--- config.mk ---
export PLATFORM = sky130hd
export DESIGN_NAME = ccf_flags
export DESIGN_NICKNAME = d
export VERILOG_FILES = /design/src/logic/ccf_pkg.sv /design/src/logic/ccf_branch_eval.sv /design/src/logic/ccf_flags.sv
export VERILOG_INCLUDE_DIRS = /design/src /design/src/logic
export SDC_FILE = /design/constraint.sdc
export NUM_CORES = 1
export LEC_CHECK = 0
export ABC_AREA = 1
export BUFFER_PORTS_ARGS = -buffer_cell sky130_fd_sc_hd__buf_2
export CAP_MARGIN = 20
export CELL_PAD_IN_SITES_DETAIL_PLACEMENT = 0
export CELL_PAD_IN_SITES_GLOBAL_PLACEMENT = 2
export CORE_ASPECT_RATIO = 0.5
export CORE_MARGIN = 4
export CORE_UTILIZATION = 20
export CTS_BUF_LIST = sky130_fd_sc_hd__clkbuf_4 sky130_fd_sc_hd__clkbuf_8
export CTS_CLUSTER_DIAMETER = 120
export DETAILED_ROUTE_END_ITERATION = 8
export PLACE_DENSITY = 0.85
export SLEW_MARGIN = 20
export SYNTH_ARGS = -nofsm -noshare
export SYNTH_HDL_FRONTEND = slang
export SYNTH_HIERARCHICAL = 1
export SYNTH_SLANG_ARGS = --single-unit
--- constraint.sdc ---
create_clock -name clk -period 1.1 [get_ports clk]
set_clock_uncertainty 0.15 [all_clocks]
set_input_delay 0 -clock clk [delete_from_list [all_inputs] [get_ports clk]]
set_output_delay 0 -clock clk [all_outputs]
set_load 0.05 [all_outputs]
--- src/logic/ccf_regs.svh ---
// field positions, reset values for the condition code flags block
`ifndef CCF_REGS_SVH
`define CCF_REGS_SVH
`define CCF_BIT_CARRY      0
`define CCF_BIT_ZERO       1
`define CCF_BIT_NEG        2
`define CCF_BIT_PRIO_LOW   3
`define CCF_BIT_HALF       4
`define CCF_BIT_PRIO_HIGH  5
`define CCF_RESET_VALUE    8'hE8
`define CCF_FIXED_ONES     8'hC0
`define CCF_SP_RESET       16'h01FF
`define CCF_SP_HIGH_BYTE   8'h01
`endif

--- src/logic/ccf_pkg.sv ---
// types for the condition code flags block
package ccf_pkg;
  typedef enum logic [3:0] {
    CCF_OP_NONE  = 4'h0,
    CCF_OP_ADD   = 4'h1,
    CCF_OP_LOGIC = 4'h2,
    CCF_OP_SHIFT = 4'h3,
    CCF_OP_SCF   = 4'h4,
    CCF_OP_RCF   = 4'h5,
    CCF_OP_PRIO  = 4'h6,
    CCF_OP_POP   = 4'h7,
    CCF_OP_BITW  = 4'h8,
    CCF_OP_CMP   = 4'h9
  } ccf_op_t;
  typedef enum logic [1:0] {
    CCF_LVL2 = 2'b00,
    CCF_LVL1 = 2'b01,
    CCF_LVL0 = 2'b10,
    CCF_LVL3 = 2'b11
  } ccf_level_t;
  typedef struct packed {
    logic [7:0] flags;
    logic [7:0] spLow;
  } ccf_state_t;
endpackage : ccf_pkg

--- src/logic/ccf_branch_eval.sv ---
// branch condition evaluation from the flags
`timescale 1ns/10ps
`default_nettype none
`include "ccf_regs.svh"
module ccf_branch_eval (
  // flags in
  input  wire logic [7:0] flags,
  // condition select and result
  input  wire logic [2:0] condSel,
  input  wire logic       condInvert,
  output logic            condTrue
);
  logic raw;
  always_comb begin
    unique case (condSel)
      3'h0: raw = 1'b1;
      3'h1: raw = flags[`CCF_BIT_HALF];
      3'h2: raw = flags[`CCF_BIT_NEG];
      3'h3: raw = flags[`CCF_BIT_ZERO];
      3'h4: raw = flags[`CCF_BIT_CARRY];
      3'h5: raw = flags[`CCF_BIT_PRIO_HIGH] & flags[`CCF_BIT_PRIO_LOW];
      3'h6: raw = flags[`CCF_BIT_CARRY] | flags[`CCF_BIT_ZERO];
      3'h7: raw = 1'b0;
    endcase
    condTrue = raw ^ condInvert;
  end
endmodule : ccf_branch_eval
`default_nettype wire

--- src/logic/ccf_flags.sv ---
// condition code register and stack pointer reset value
// Function
// - eight-bit flags register holding priority mask and four result flags
// - whole register pushed to and popped from the stack
// - each bit testable alone, bits 5..0 settable alone, others untouched
// - add and add-with-carry set half carry on carry out of bit 3
// - same instructions clear half carry without it; others except pop and bit writes keep it
// - reset gives bits 7..5 and bit 3 set
// - reset loads stack pointer with top of the stack area
// - half carry usable as a relative branch condition
// - negative flag copies result bit 7
// - zero flag set when result is zero, else cleared
// - carry records overflow or borrow; set, cleared, shift and bit-test affect it
// - priority bits 5,3: 10 level0, 01 level1, 00 level2, 11 disabled
`timescale 1ns/10ps
`default_nettype none
`include "ccf_regs.svh"
module ccf_flags (
  // clock and reset
  input  wire logic                  clk,
  input  wire logic                  reset_n,
  // alu result path
  input  wire logic                  writeBack,
  input  wire ccf_pkg::ccf_op_t      opKind,
  input  wire logic [7:0]            aluResult,
  input  wire logic                  aluCarry,
  input  wire logic                  aluHalfCarry,
  // priority load from interrupt unit or software
  input  wire ccf_pkg::ccf_level_t   levelIn,
  // single bit access
  input  wire logic                  bitWrite,
  input  wire logic [2:0]            bitSel,
  input  wire logic                  bitValue,
  // pop path and stack pointer
  input  wire logic [7:0]            popData,
  input  wire logic                  spReset,
  input  wire logic                  spLoad,
  input  wire logic [7:0]            spLoadValue,
  // branch test
  input  wire logic [2:0]            condSel,
  input  wire logic                  condInvert,
  output logic                       condTrue,
  // register views
  output logic [7:0]                 condition_flags,
  output logic [7:0]                 pushData,
  output logic [15:0]                stack_pointer_reg,
  output ccf_pkg::ccf_level_t        priorityLevel,
  output logic                       interruptsDisabled,
  output logic                       selectedBit
);
  ccf_pkg::ccf_state_t state_q;
  ccf_pkg::ccf_state_t state_d;
  // result-derived values shared by every op that reports on the result
  logic                resultNeg;
  logic                resultZero;
  // per-bit update request and value from the op; a bit with no request keeps its value
  logic [7:0]          opMask;
  logic [7:0]          opValue;
  // per-bit hit of the single bit access; bits 7..6 cannot be written
  logic [5:0]          bitHit;
  // next flag byte assembled bit by bit
  logic [7:0]          flagsNext;
  assign resultNeg  = aluResult[7];
  assign resultZero = (aluResult == 8'h00);
  // op decode; an op touches the flags only in a write-back cycle
  always_comb begin
    opMask  = 8'h00;
    opValue = 8'h00;
    if (writeBack) begin
      unique case (opKind)
        ccf_pkg::CCF_OP_NONE: begin
        end
        ccf_pkg::CCF_OP_ADD: begin
          opMask[`CCF_BIT_HALF]   = 1'b1;
          opValue[`CCF_BIT_HALF]  = aluHalfCarry;
          opMask[`CCF_BIT_NEG]    = 1'b1;
          opValue[`CCF_BIT_NEG]   = resultNeg;
          opMask[`CCF_BIT_ZERO]   = 1'b1;
          opValue[`CCF_BIT_ZERO]  = resultZero;
          opMask[`CCF_BIT_CARRY]  = 1'b1;
          opValue[`CCF_BIT_CARRY] = aluCarry;
        end
        ccf_pkg::CCF_OP_CMP, ccf_pkg::CCF_OP_SHIFT: begin
          // half carry is left alone: only add and add-with-carry own it
          opMask[`CCF_BIT_NEG]    = 1'b1;
          opValue[`CCF_BIT_NEG]   = resultNeg;
          opMask[`CCF_BIT_ZERO]   = 1'b1;
          opValue[`CCF_BIT_ZERO]  = resultZero;
          opMask[`CCF_BIT_CARRY]  = 1'b1;
          opValue[`CCF_BIT_CARRY] = aluCarry;
        end
        ccf_pkg::CCF_OP_LOGIC: begin
          opMask[`CCF_BIT_NEG]    = 1'b1;
          opValue[`CCF_BIT_NEG]   = resultNeg;
          opMask[`CCF_BIT_ZERO]   = 1'b1;
          opValue[`CCF_BIT_ZERO]  = resultZero;
        end
        ccf_pkg::CCF_OP_BITW: begin
          opMask[`CCF_BIT_CARRY]  = 1'b1;
          opValue[`CCF_BIT_CARRY] = aluCarry;
        end
        ccf_pkg::CCF_OP_SCF: begin
          opMask[`CCF_BIT_CARRY]  = 1'b1;
          opValue[`CCF_BIT_CARRY] = 1'b1;
        end
        ccf_pkg::CCF_OP_RCF: begin
          opMask[`CCF_BIT_CARRY]  = 1'b1;
          opValue[`CCF_BIT_CARRY] = 1'b0;
        end
        ccf_pkg::CCF_OP_PRIO: begin
          opMask[`CCF_BIT_PRIO_HIGH]  = 1'b1;
          opValue[`CCF_BIT_PRIO_HIGH] = levelIn[1];
          opMask[`CCF_BIT_PRIO_LOW]   = 1'b1;
          opValue[`CCF_BIT_PRIO_LOW]  = levelIn[0];
        end
        ccf_pkg::CCF_OP_POP: begin
          opMask  = 8'hFF;
          opValue = popData | `CCF_FIXED_ONES;
        end
        default: begin
        end
      endcase
    end
  end
  // bit writes sit above the op so a same-cycle single bit access is never masked
  for (genvar b = 0; b < 8; b++) begin : g_flag
    if (b >= 6) begin : g_fixed
      // bits 7..6 have no storage and always read one
      assign flagsNext[b] = 1'b1;
    end else begin : g_store
      assign bitHit[b]    = bitWrite && (bitSel == 3'(b));
      assign flagsNext[b] = bitHit[b] ? bitValue :
                            opMask[b] ? opValue[b] : state_q.flags[b];
    end
  end
  always_comb begin
    state_d = state_q;
    if (spReset) begin
      state_d.spLow = 8'(`CCF_SP_RESET);
    end else if (spLoad) begin
      state_d.spLow = spLoadValue;
    end
    // updates land on the write-back edge so the next instruction sees them
    state_d.flags = flagsNext;
  end
  always_ff @(posedge clk or negedge reset_n) begin
    if (!reset_n) begin
      state_q <= '{flags: `CCF_RESET_VALUE, spLow: 8'(`CCF_SP_RESET)};
    end else begin
      state_q <= state_d;
    end
  end
  assign condition_flags    = state_q.flags;
  assign pushData           = state_q.flags;
  assign stack_pointer_reg  = {`CCF_SP_HIGH_BYTE, state_q.spLow};
  assign priorityLevel      = ccf_pkg::ccf_level_t'({state_q.flags[`CCF_BIT_PRIO_HIGH],
                                                     state_q.flags[`CCF_BIT_PRIO_LOW]});
  assign interruptsDisabled = (priorityLevel == ccf_pkg::CCF_LVL3);
  assign selectedBit        = state_q.flags[bitSel];
  ccf_branch_eval u_branch (
    .flags      (state_q.flags),
    .condSel    (condSel),
    .condInvert (condInvert),
    .condTrue   (condTrue)
  );
endmodule : ccf_flags
`default_nettype wire

==> summary.md, run 1 <==
Using the TritonRoute via totals, the vias-per-cell ratio works out to 3.99. Clock tree synthesis found a total of 14 sinks. The first global-routing pass estimated 6.89 mm of wire. From synthesis to final layout, the design area changed by 95.4%. The average wire per cell in the routed design came out at 11.4 um. The worst register-to-register path begins at condition_flags[5]. From bottom edge to top edge, the die measures 63.6 um.

The data arrival time at the worst-slack endpoint is 1.37 ns. Type of the most critical hold path: in2reg. Synthesis inferred 14 register bits. Cells fill 42.1% of the core in the end. The tools report the final hold slack as -0.106 ns.

sky130_fd_sc_hd__dfstp_2 takes more of the synthesized area than any other cell. The post-synthesis share of cell area spent on full adders, half adders and majority gates works out to 0%. Summing all non-filler instances in the final layout gives an area of 0.00241 sq mm. The data required time of the critical path is 0.95 ns, and the post-placement cell count is 352. The share of synthesized area in the top cell type comes to 21.3%. The total routing usage reported by global routing is 11.3%. The leakage power figure was 1.26 nW. The register with the most flip-flops in the layout has 8 of them.

In this run, synthesis inferred 0 flip-flops with an integrated enable. The worst register-to-register path has a setup slack of -0.21 ns. The final reports fail on hold timing, setup timing. TritonCTS built the clock tree.

Measured in cells, the most critical reg-to-reg path has a length of 5. For the iteration count of the initial detailed-routing pass, the log shows 4. Setup repair after global routing could not meet its margin everywhere. Of the cells placed in the final design, the portion with a size suffix greater than 1 is 41.9%.

The die covers 0.00757 sq mm. The maximum fanout along the worst path is 4, and the overall power consumption is 3.02 mW. Sorting the synthesized cells by how often they occur yields 50 x sky130_fd_sc_hd__nand2_1, 30 x sky130_fd_sc_hd__inv_1, 27 x sky130_fd_sc_hd__nand3_1, 20 x sky130_fd_sc_hd__buf_4, 16 x sky130_fd_sc_hd__nor2_1.

After clock tree synthesis, the clock-pin slew on the worst setup and hold paths is 0.06 ns. Yosys instantiated no cell more often than sky130_fd_sc_hd__nand2_1. The share of the Yosys chip area taken by registers is 29.4%. Clock tree synthesis inserted a total of 3 buffers. The clock network accounts for 14.0% of the total power. The share of the cycle needed by the critical path after routing came out at 138%. The later pin in the worst-skew pair is clocked with a latency of 0.24 ns.

The worst path needs 1.52 ns of the cycle, external delays included. The logs give 1.70 mW for the internal power component and 197 for the gate count after technology mapping. The detail route stage leaves a number of antenna-violating nets equal to 0. For the level count of the clock H-tree, the log shows 1. The run gives 0 as the antenna diode count.

Pin placement for this block handled 83 I/O pins. After the flow finishes, the layout carries non-filler instances totaling 387. The critical register-to-register path endpoint was condition_flags[5]. In this run the standard cell core region covers 0.00573 sq mm. Input and output buffers added on the ports amount to 68.

After the last flow step, the layout net total stands at 350. The run gives 0.841 as the routability-driven placement congestion ratio. The run finished, with violations left. For the power share of the sequential group, the log shows 22.9%.

The synthesized-area fraction occupied by ao, oa, aoi and oai cells works out to 9.73%. For the initial detailed-routing violation count, the log shows 28. No sink is reached through more buffers than the 2 on the longest clock path. For the number of hold violations in the final report, the log shows 5.

After detailed placement, the total cell area comes to 0.00174 sq mm. Synthesis instantiated 22 different standard cells from the library. The part of the power in combinational logic is 63.1%. Via count of the first global-routing pass: 1,474.

The tool flagged a number of max-cap violations equal to 0. The worst hold path begins at spReset. Timing endpoint of the critical path: condTrue.

The post-synthesis async set-or-reset flop share was 100%. In this run the cell area of the synthesized design comes to 0.00123 sq mm. The initial antenna violation count is 0, and the worst-case vdd ir drop is 452 uV.

The power per unit of standard cell area works out to 1250 mW/mm^2. For this design the total switching power over the nets is 1.32 mW. The initial cell density of the core is 21.6%. By area the synthesized netlist is led by sky130_fd_sc_hd__dfstp_2 21%, sky130_fd_sc_hd__nand2_1 15%, sky130_fd_sc_hd__buf_4 12%, sky130_fd_sc_hd__nand3_1 11%, sky130_fd_sc_hd__inv_1 9.1%.

The final number of max-transition violations is 0, and the remaining routing DRC violations is 0. The highest attainable clock frequency came out at 659 MHz. The critical path is of the reg2out type.

The run gives 582 as the number of fillers in the final layout. Leftover overflow at the end of global routing: 0. The basic-gate share of the synthesized area counting and, or, nand and nor cells works out to 36.8%. The tree is rooted in a sky130_fd_sc_hd__clkbuf_8. The most critical setup path has its startpoint at condition_flags[3].

The final setup slack of the worst path is -0.417 ns. The fraction of synthesized area in multiplexers works out to 0%. The floorplan step set the die width to 119 um.

After floorplanning, the core was divided into 19 placement rows. The switching part of the total power works out to 43.8%. By area, the combinational part of the netlist is dominated by simple AND/OR/NAND/NOR gates. The Yosys step of the flow raised 6 warnings. The worst setup path is captured at an output port.

HPWL reported at the end of detailed placement: 3.18 mm. Setup violations remaining at the end of the flow were counted as 14. STA classifies the critical path startpoint as a flip-flop.

For this block, the routed nets add up to 4.42 mm of wire. The routed layout has 1,546 vias. Prevailing post-synth register cell: sky130_fd_sc_hd__dfstp_2. The mean post-synth cell area is 6.27 sq um.

Entering global routing, the biggest net connects 15 pins. After Yosys synthesis, XOR and XNOR cells account for 0% of the synthesized area.
area by class of cell:
cell class | count | area [sq um] | area share [%]
Sequential cell | 14 | 375 | 15.6
Clock buffer | 3 | 41.3 | 1.71
Timing Repair Buffer | 115 | 1060 | 44.1
Multi-Input combinational cell | 138 | 699 | 29.0
Inverter | 32 | 124 | 5.13
Tap cell | 84 | 105 | 4.35
Clock inverter | 1 | 3.75 | 0.156
how the worst min path moves through the flow:
| stage | to | slack [ns] | cells after the start |
|---|---|---|---|
| 3_5_place_dp | condition_flags[4] | -0.23 | 1 |
| 6_report | stack_pointer_reg[5] | -0.11 | 3 |
| 5_1_grt | stack_pointer_reg[5] | -0.11 | 3 |
| 4_1_cts | stack_pointer_reg[5] | -0.11 | 3 |
| 2_1_floorplan | condition_flags[0] | -0.45 | 0 |
| 3_3_place_gp | condition_flags[4] | -0.24 | 1 |
power by group through the flow:
stage	combinational (mW)	sequential (mW)	clock, mW
floorplan	0.749	0.940	0
global placement	1.36	0.671	0
detailed placement	1.36	0.675	0
CTS	1.83	0.682	0.443
global route	2.00	0.701	0.469
finish	1.91	0.690	0.424
routing by layer:
| metal | part of all wire [%] | GRT usage [%] | up-vias |
|---|---|---|---|
| li1 | - | - | 802 |
| met1 | 41 | 13.5 | 702 |
| met2 | 54 | 20.6 | 38 |
| met3 | 4.2 | 1.88 | 4 |
| met4 | 1.0 | 3.46 | 0 |
| met5 | 0 | 0 | - |
metrics by stage:
| stage | setup WS, ns | setup TNS (ns) |
|---|---|---|
| 2_1_floorplan | -0.212 | -0.501 |
| 3_3_place_gp | -0.245 | -1.17 |
| 3_5_place_dp | -0.250 | -1.23 |
| 4_1_cts | -0.430 | -3.73 |
| 5_1_grt | -0.498 | -4.08 |
| 6_report | -0.417 | -3.39 |
cell families after synthesis:
| kind of cell | count (synthesis) |
|---|---|
| buffers and inverters | 55 |
| AO/OA/AOI/OAI | 23 |
| other | 2 |
| flip-flops | 14 |
| AND/OR/NAND/NOR | 103 |
layout by cell type (no fill, tap or decap):
cell type	instances
sky130_fd_sc_hd__a21oi_2	1
sky130_fd_sc_hd__o21ai_0	10
sky130_fd_sc_hd__buf_6	11
sky130_fd_sc_hd__clkinvlp_4	1
sky130_fd_sc_hd__dlymetal6s4s_1	1
sky130_fd_sc_hd__clkbuf_4	1
sky130_fd_sc_hd__nor2_1	16
sky130_fd_sc_hd__o21ai_4	1
sky130_fd_sc_hd__dfrtp_2	4
sky130_fd_sc_hd__a21oi_1	10
sky130_fd_sc_hd__nand2_2	3
sky130_fd_sc_hd__nand2_1	46
sky130_fd_sc_hd__nand2_4	2
sky130_fd_sc_hd__dlygate4sd3_1	27
sky130_fd_sc_hd__buf_4	8
sky130_fd_sc_hd__nor2_4	1
sky130_fd_sc_hd__nand3_2	8
sky130_fd_sc_hd__buf_8	24
sky130_fd_sc_hd__inv_1	28
sky130_fd_sc_hd__o22ai_4	1
sky130_fd_sc_hd__nor2_2	1
sky130_fd_sc_hd__clkinv_1	1
sky130_fd_sc_hd__nand4_1	5
sky130_fd_sc_hd__dfstp_4	2
sky130_fd_sc_hd__inv_2	3
sky130_fd_sc_hd__buf_12	1
sky130_fd_sc_hd__clkbuf_8	3
sky130_fd_sc_hd__or2_2	1
sky130_fd_sc_hd__dfstp_2	8
sky130_fd_sc_hd__nand3_1	20
sky130_fd_sc_hd__buf_2	42
sky130_fd_sc_hd__conb_1	12
critical path, cell delays in order, from the launching register on:
cell and delay [ns]:
sky130_fd_sc_hd__dfstp_4 0.64, sky130_fd_sc_hd__nand3_2 0.07, sky130_fd_sc_hd__nand3_2 0.08, sky130_fd_sc_hd__nand2_1 0.06
sky130_fd_sc_hd__nand2_2 0.08, sky130_fd_sc_hd__nand2_4 0.05, sky130_fd_sc_hd__buf_8 0.14
repair_timing:
item,in CTS,in global routing
endpoints found under the setup margin,27,34
buffers inserted,2,3
pin swaps,7,7
gates resized for setup,79,19
hold buffers,27,2
endpoints found under the hold margin,28,8
No activity file was read; power rests on OpenSTA's default activity.
==> run 2, diff against run 1 <==
CORE_ASPECT_RATIO = unset   (was 0.5)
==> run 2 against run 1 <==
The flow still finishes with violations (hold timing, setup timing). Critical path depth unchanged. Cell count decreased by 4.1%. Utilization down 3.9 points. Sequential share of layout area increased by 0.93 points. Flip-flop and latch count unchanged. Clock-buffer cell count is 1 higher. Total power fell by 4.7%. Global-route usage fell by 0.36 points. Wire length fell by 9.6%. Clock power is 9.0% higher. Die area down 1.0%.
==> summary.md, run 2 (same netlist as run 1, synthesis figures left out) <==
The most frequent cell on the critical path was sky130_fd_sc_hd__nand3_2. The critical path's largest stage delay was 0.63 ns (about the same); the total routing usage reported by global routing was 10.9% (-0.36 points). The flow ran to the end, but the final reports show violations. The tools report the final design instance area without fill as 0.00228 sq mm (-5.7%). Among all stages on the critical path, the largest delay is contributed by sky130_fd_sc_hd__dfstp_4. Count of maximum capacitance violations: 0 (unchanged). The share of the core filled with cells is 38.2% (-3.9 points), and the placed standard-cell area is 0.00169 sq mm (-2.7%). Leaving out fill and tap cells, the most frequent cell in the layout is sky130_fd_sc_hd__nand2_1. The critical path startpoint category was a flip-flop. The logs give 0 (unchanged) for the initial antenna violation count and 4 (unchanged) for the iteration count of the initial detailed-routing pass. The antenna diode count came out at 0 (unchanged). The average wire per cell in the routed design is 10.8 um (-5.8%), and the number of non-filler instances in the completed layout is 371 (-4.1%). The power per unit of standard cell area was 1260 mW/mm^2 (+0.96%); the area added between synthesis and finish was 84.4%. The maximum number of buffers from clock root to sink came out at 2 (unchanged). The leftover overflow at the end of global routing is 0 (unchanged). The final reports fail on hold timing, setup timing. The floorplan die width is 86.6 um (-27%). The fraction of final layout cells sized beyond drive strength 1 works out to 39.5% (-2.4 points).

Walking the worst path, the cells encountered are nand3_2 -> nand3_2 -> nand2_1 -> nand2_2 -> nand2_4 -> buf_8. The clock-pin slew of the registers on the worst-case setup and hold paths is 0.06 ns (about the same), and the pin count of the biggest net entering global routing is 15 (unchanged). For the final number of max-transition violations, the log shows 0 (unchanged). The post-placement cell count is 340 (-3.4%), and the level count of the clock H-tree is 1 (unchanged). The HPWL reported at the end of detailed placement is 3.16 mm (-0.54%), and the multi-input logic area is 667 sq um (-4.7%). Core region area: 0.00596 sq mm (+4.0%). The met2 global-route usage came out at 20.2% (-0.35 points). The initial cell density of the core is 20.7% (-0.82 points). The tools report the critical path endpoint category as an output port.

The share of the cycle needed by the critical path after routing is 138% (+0.53 points), and the area used by sequential logic in the layout is 375 sq um (unchanged). TritonCTS built the clock tree. In the layout the commonest cells are 47 x sky130_fd_sc_hd__nand2_1, 42 x sky130_fd_sc_hd__buf_2, 28 x sky130_fd_sc_hd__inv_1. The highest attainable clock frequency is 657 MHz (-0.38%), and the final critical path time including I/O delays and setup is 1.52 ns (+0.00583 ns). The maximum fanout along the worst path was 3 (-1); the final hold slack was -0.0953 ns (+0.0106 ns).

The flip-flop count of the largest register, all copies and words added came out at 8 (unchanged). The tools report the routability-driven placement congestion ratio as 0.802 (-4.7%). The critical path is of the reg2out type. The initial detailed-routing violation count was 67 (+140%); the via count of the first global-routing pass was 1,573 (+6.7%). The die footprint was 0.00750 sq mm (-1.0%).

The data arrival time at the worst-slack endpoint is 1.37 ns (about the same), and the leakage power figure is 1.19 nW (-5.4%). The worst-case vdd ir drop came out at 707 uV (+57%). The average vias per placed instance works out to 4.12 (+3.1%). For the count of standard-cell rows, the log shows 28 (+9).

The count of buffers inserted at the top-level ports was 68 (unchanged). The run gives 0.95 ns (about the same) as the data required time of the critical path. The count of antenna-violating nets left after detailed routing came out at 0 (unchanged). The met3 routing resource usage after global routing was 1.24% (-0.64 points). The tools report the hold-fix buffer count after cts as 26 (-3.7%).

The run gives 3 (unchanged) as the number of CTS-inserted buffers. The die height was 86.6 um (+36%). The count of vias placed by the detailed router was 1,528 (-1.2%); the number of fillers in the final layout was 625 (+7.4%). The remaining routing DRC violations came out at 0 (unchanged). The logs give 14 (unchanged) for the number of clock sinks and 13.3% (-0.26 points) for the met1 usage in global routing. The number of hold violations in the final report was 4 (-1); the final layout net count was 343 (-2.0%). The total setup violations reported at the end of the flow is 17 (+3), and the wire length reported by the detailed router is 3.99 mm (-9.6%).

The worst-skew pair later-pin latency was 0.24 ns (about the same). The global-route wire length before repair was 6.77 mm (-1.7%); the final setup slack of the worst path was -0.423 ns (-0.00583 ns). Setup repair after global routing could not meet its margin everywhere. For the top-level port count, the log shows 83 (unchanged).

Type of the most critical hold path: in2reg. The root buffer cell was sky130_fd_sc_hd__clkbuf_8. The most utilized layer in the global route result was met2.
[run 2: cell count changes in the layout (fill, tap and decap cells not counted), sizes merged]
| cell | before | now |
|---|---|---|
| buf | 86 | 82 |
| clkinv | 1 | 0 |
| dlygate4sd3 | 27 | 25 |
[run 2: timing repair]
item | CTS | global route
resized for setup | 74 | 11
setup buffers | 0 | 2
setup endpoints to repair | 27 | 32
hold endpoints to repair | 28 | 4
pin swaps | 7 | 5
[run 2: final cells by class]
| type | count | area share (%) |
|---|---|---|
| repair buffers | 108 | 42.5 |
| multi-input cells | 138 | 29.3 |
| flip-flops and latches | 14 | 16.5 |
| inverters | 32 | 5.44 |
| well taps | 75 | 4.12 |
| clock buffers | 4 | 2.14 |
[run 2: where the power goes]
part | switching, mW | internal [mW]
sequential | 0.0665 | 0.624
combinational | 1.01 | 0.716
clock | 0.181 | 0.281
[run 2: final timing paths]
path                                           start              endpoint  slack, ns  cells past startpoint
max in group asynchronous                    reset_n  stack_pointer_reg[7]       0.46                      2
min in group asynchronous                    reset_n    condition_flags[1]       0.05                      2
worst min-delay path                         spReset  stack_pointer_reg[1]       -0.1                      3
worst max-delay path              condition_flags[5]              condTrue      -0.42                      6
worst min register to register  stack_pointer_reg[3]  stack_pointer_reg[3]       0.33                      2
worst max register to register    condition_flags[5]    condition_flags[5]      -0.08                      3
[run 2: worst max-delay path: cells and delay by family, from the launching register on]
| family | cells | cell delay (ns) |
|---|---|---|
| buffers and inverters | 1 | 0.14 |
| DFF | 1 | 0.63 |
| and+or+nand+nor | 5 | 0.36 |
[run 2: layer usage]
layer / routed length (um) / vias up
met1: 1650 / 697
met3: 204 / 2
met5: 0 / -
met4: 16 / 0
li1: - / 787
met2: 2120 / 42
[run 2: through the flow]
step                      hold slack (ns)  worst slack [ns]  power (mW)  setup TNS (ns)
after floorplan                    -0.446            -0.212        1.69          -0.501
after global placement             -0.230            -0.230        1.97          -0.831
after detailed placement           -0.230            -0.239        1.98          -0.912
after CTS                         -0.0897            -0.428        2.87           -3.59
after global routing              -0.0748            -0.490        3.04           -3.95
final                             -0.0953            -0.423        2.88           -3.13
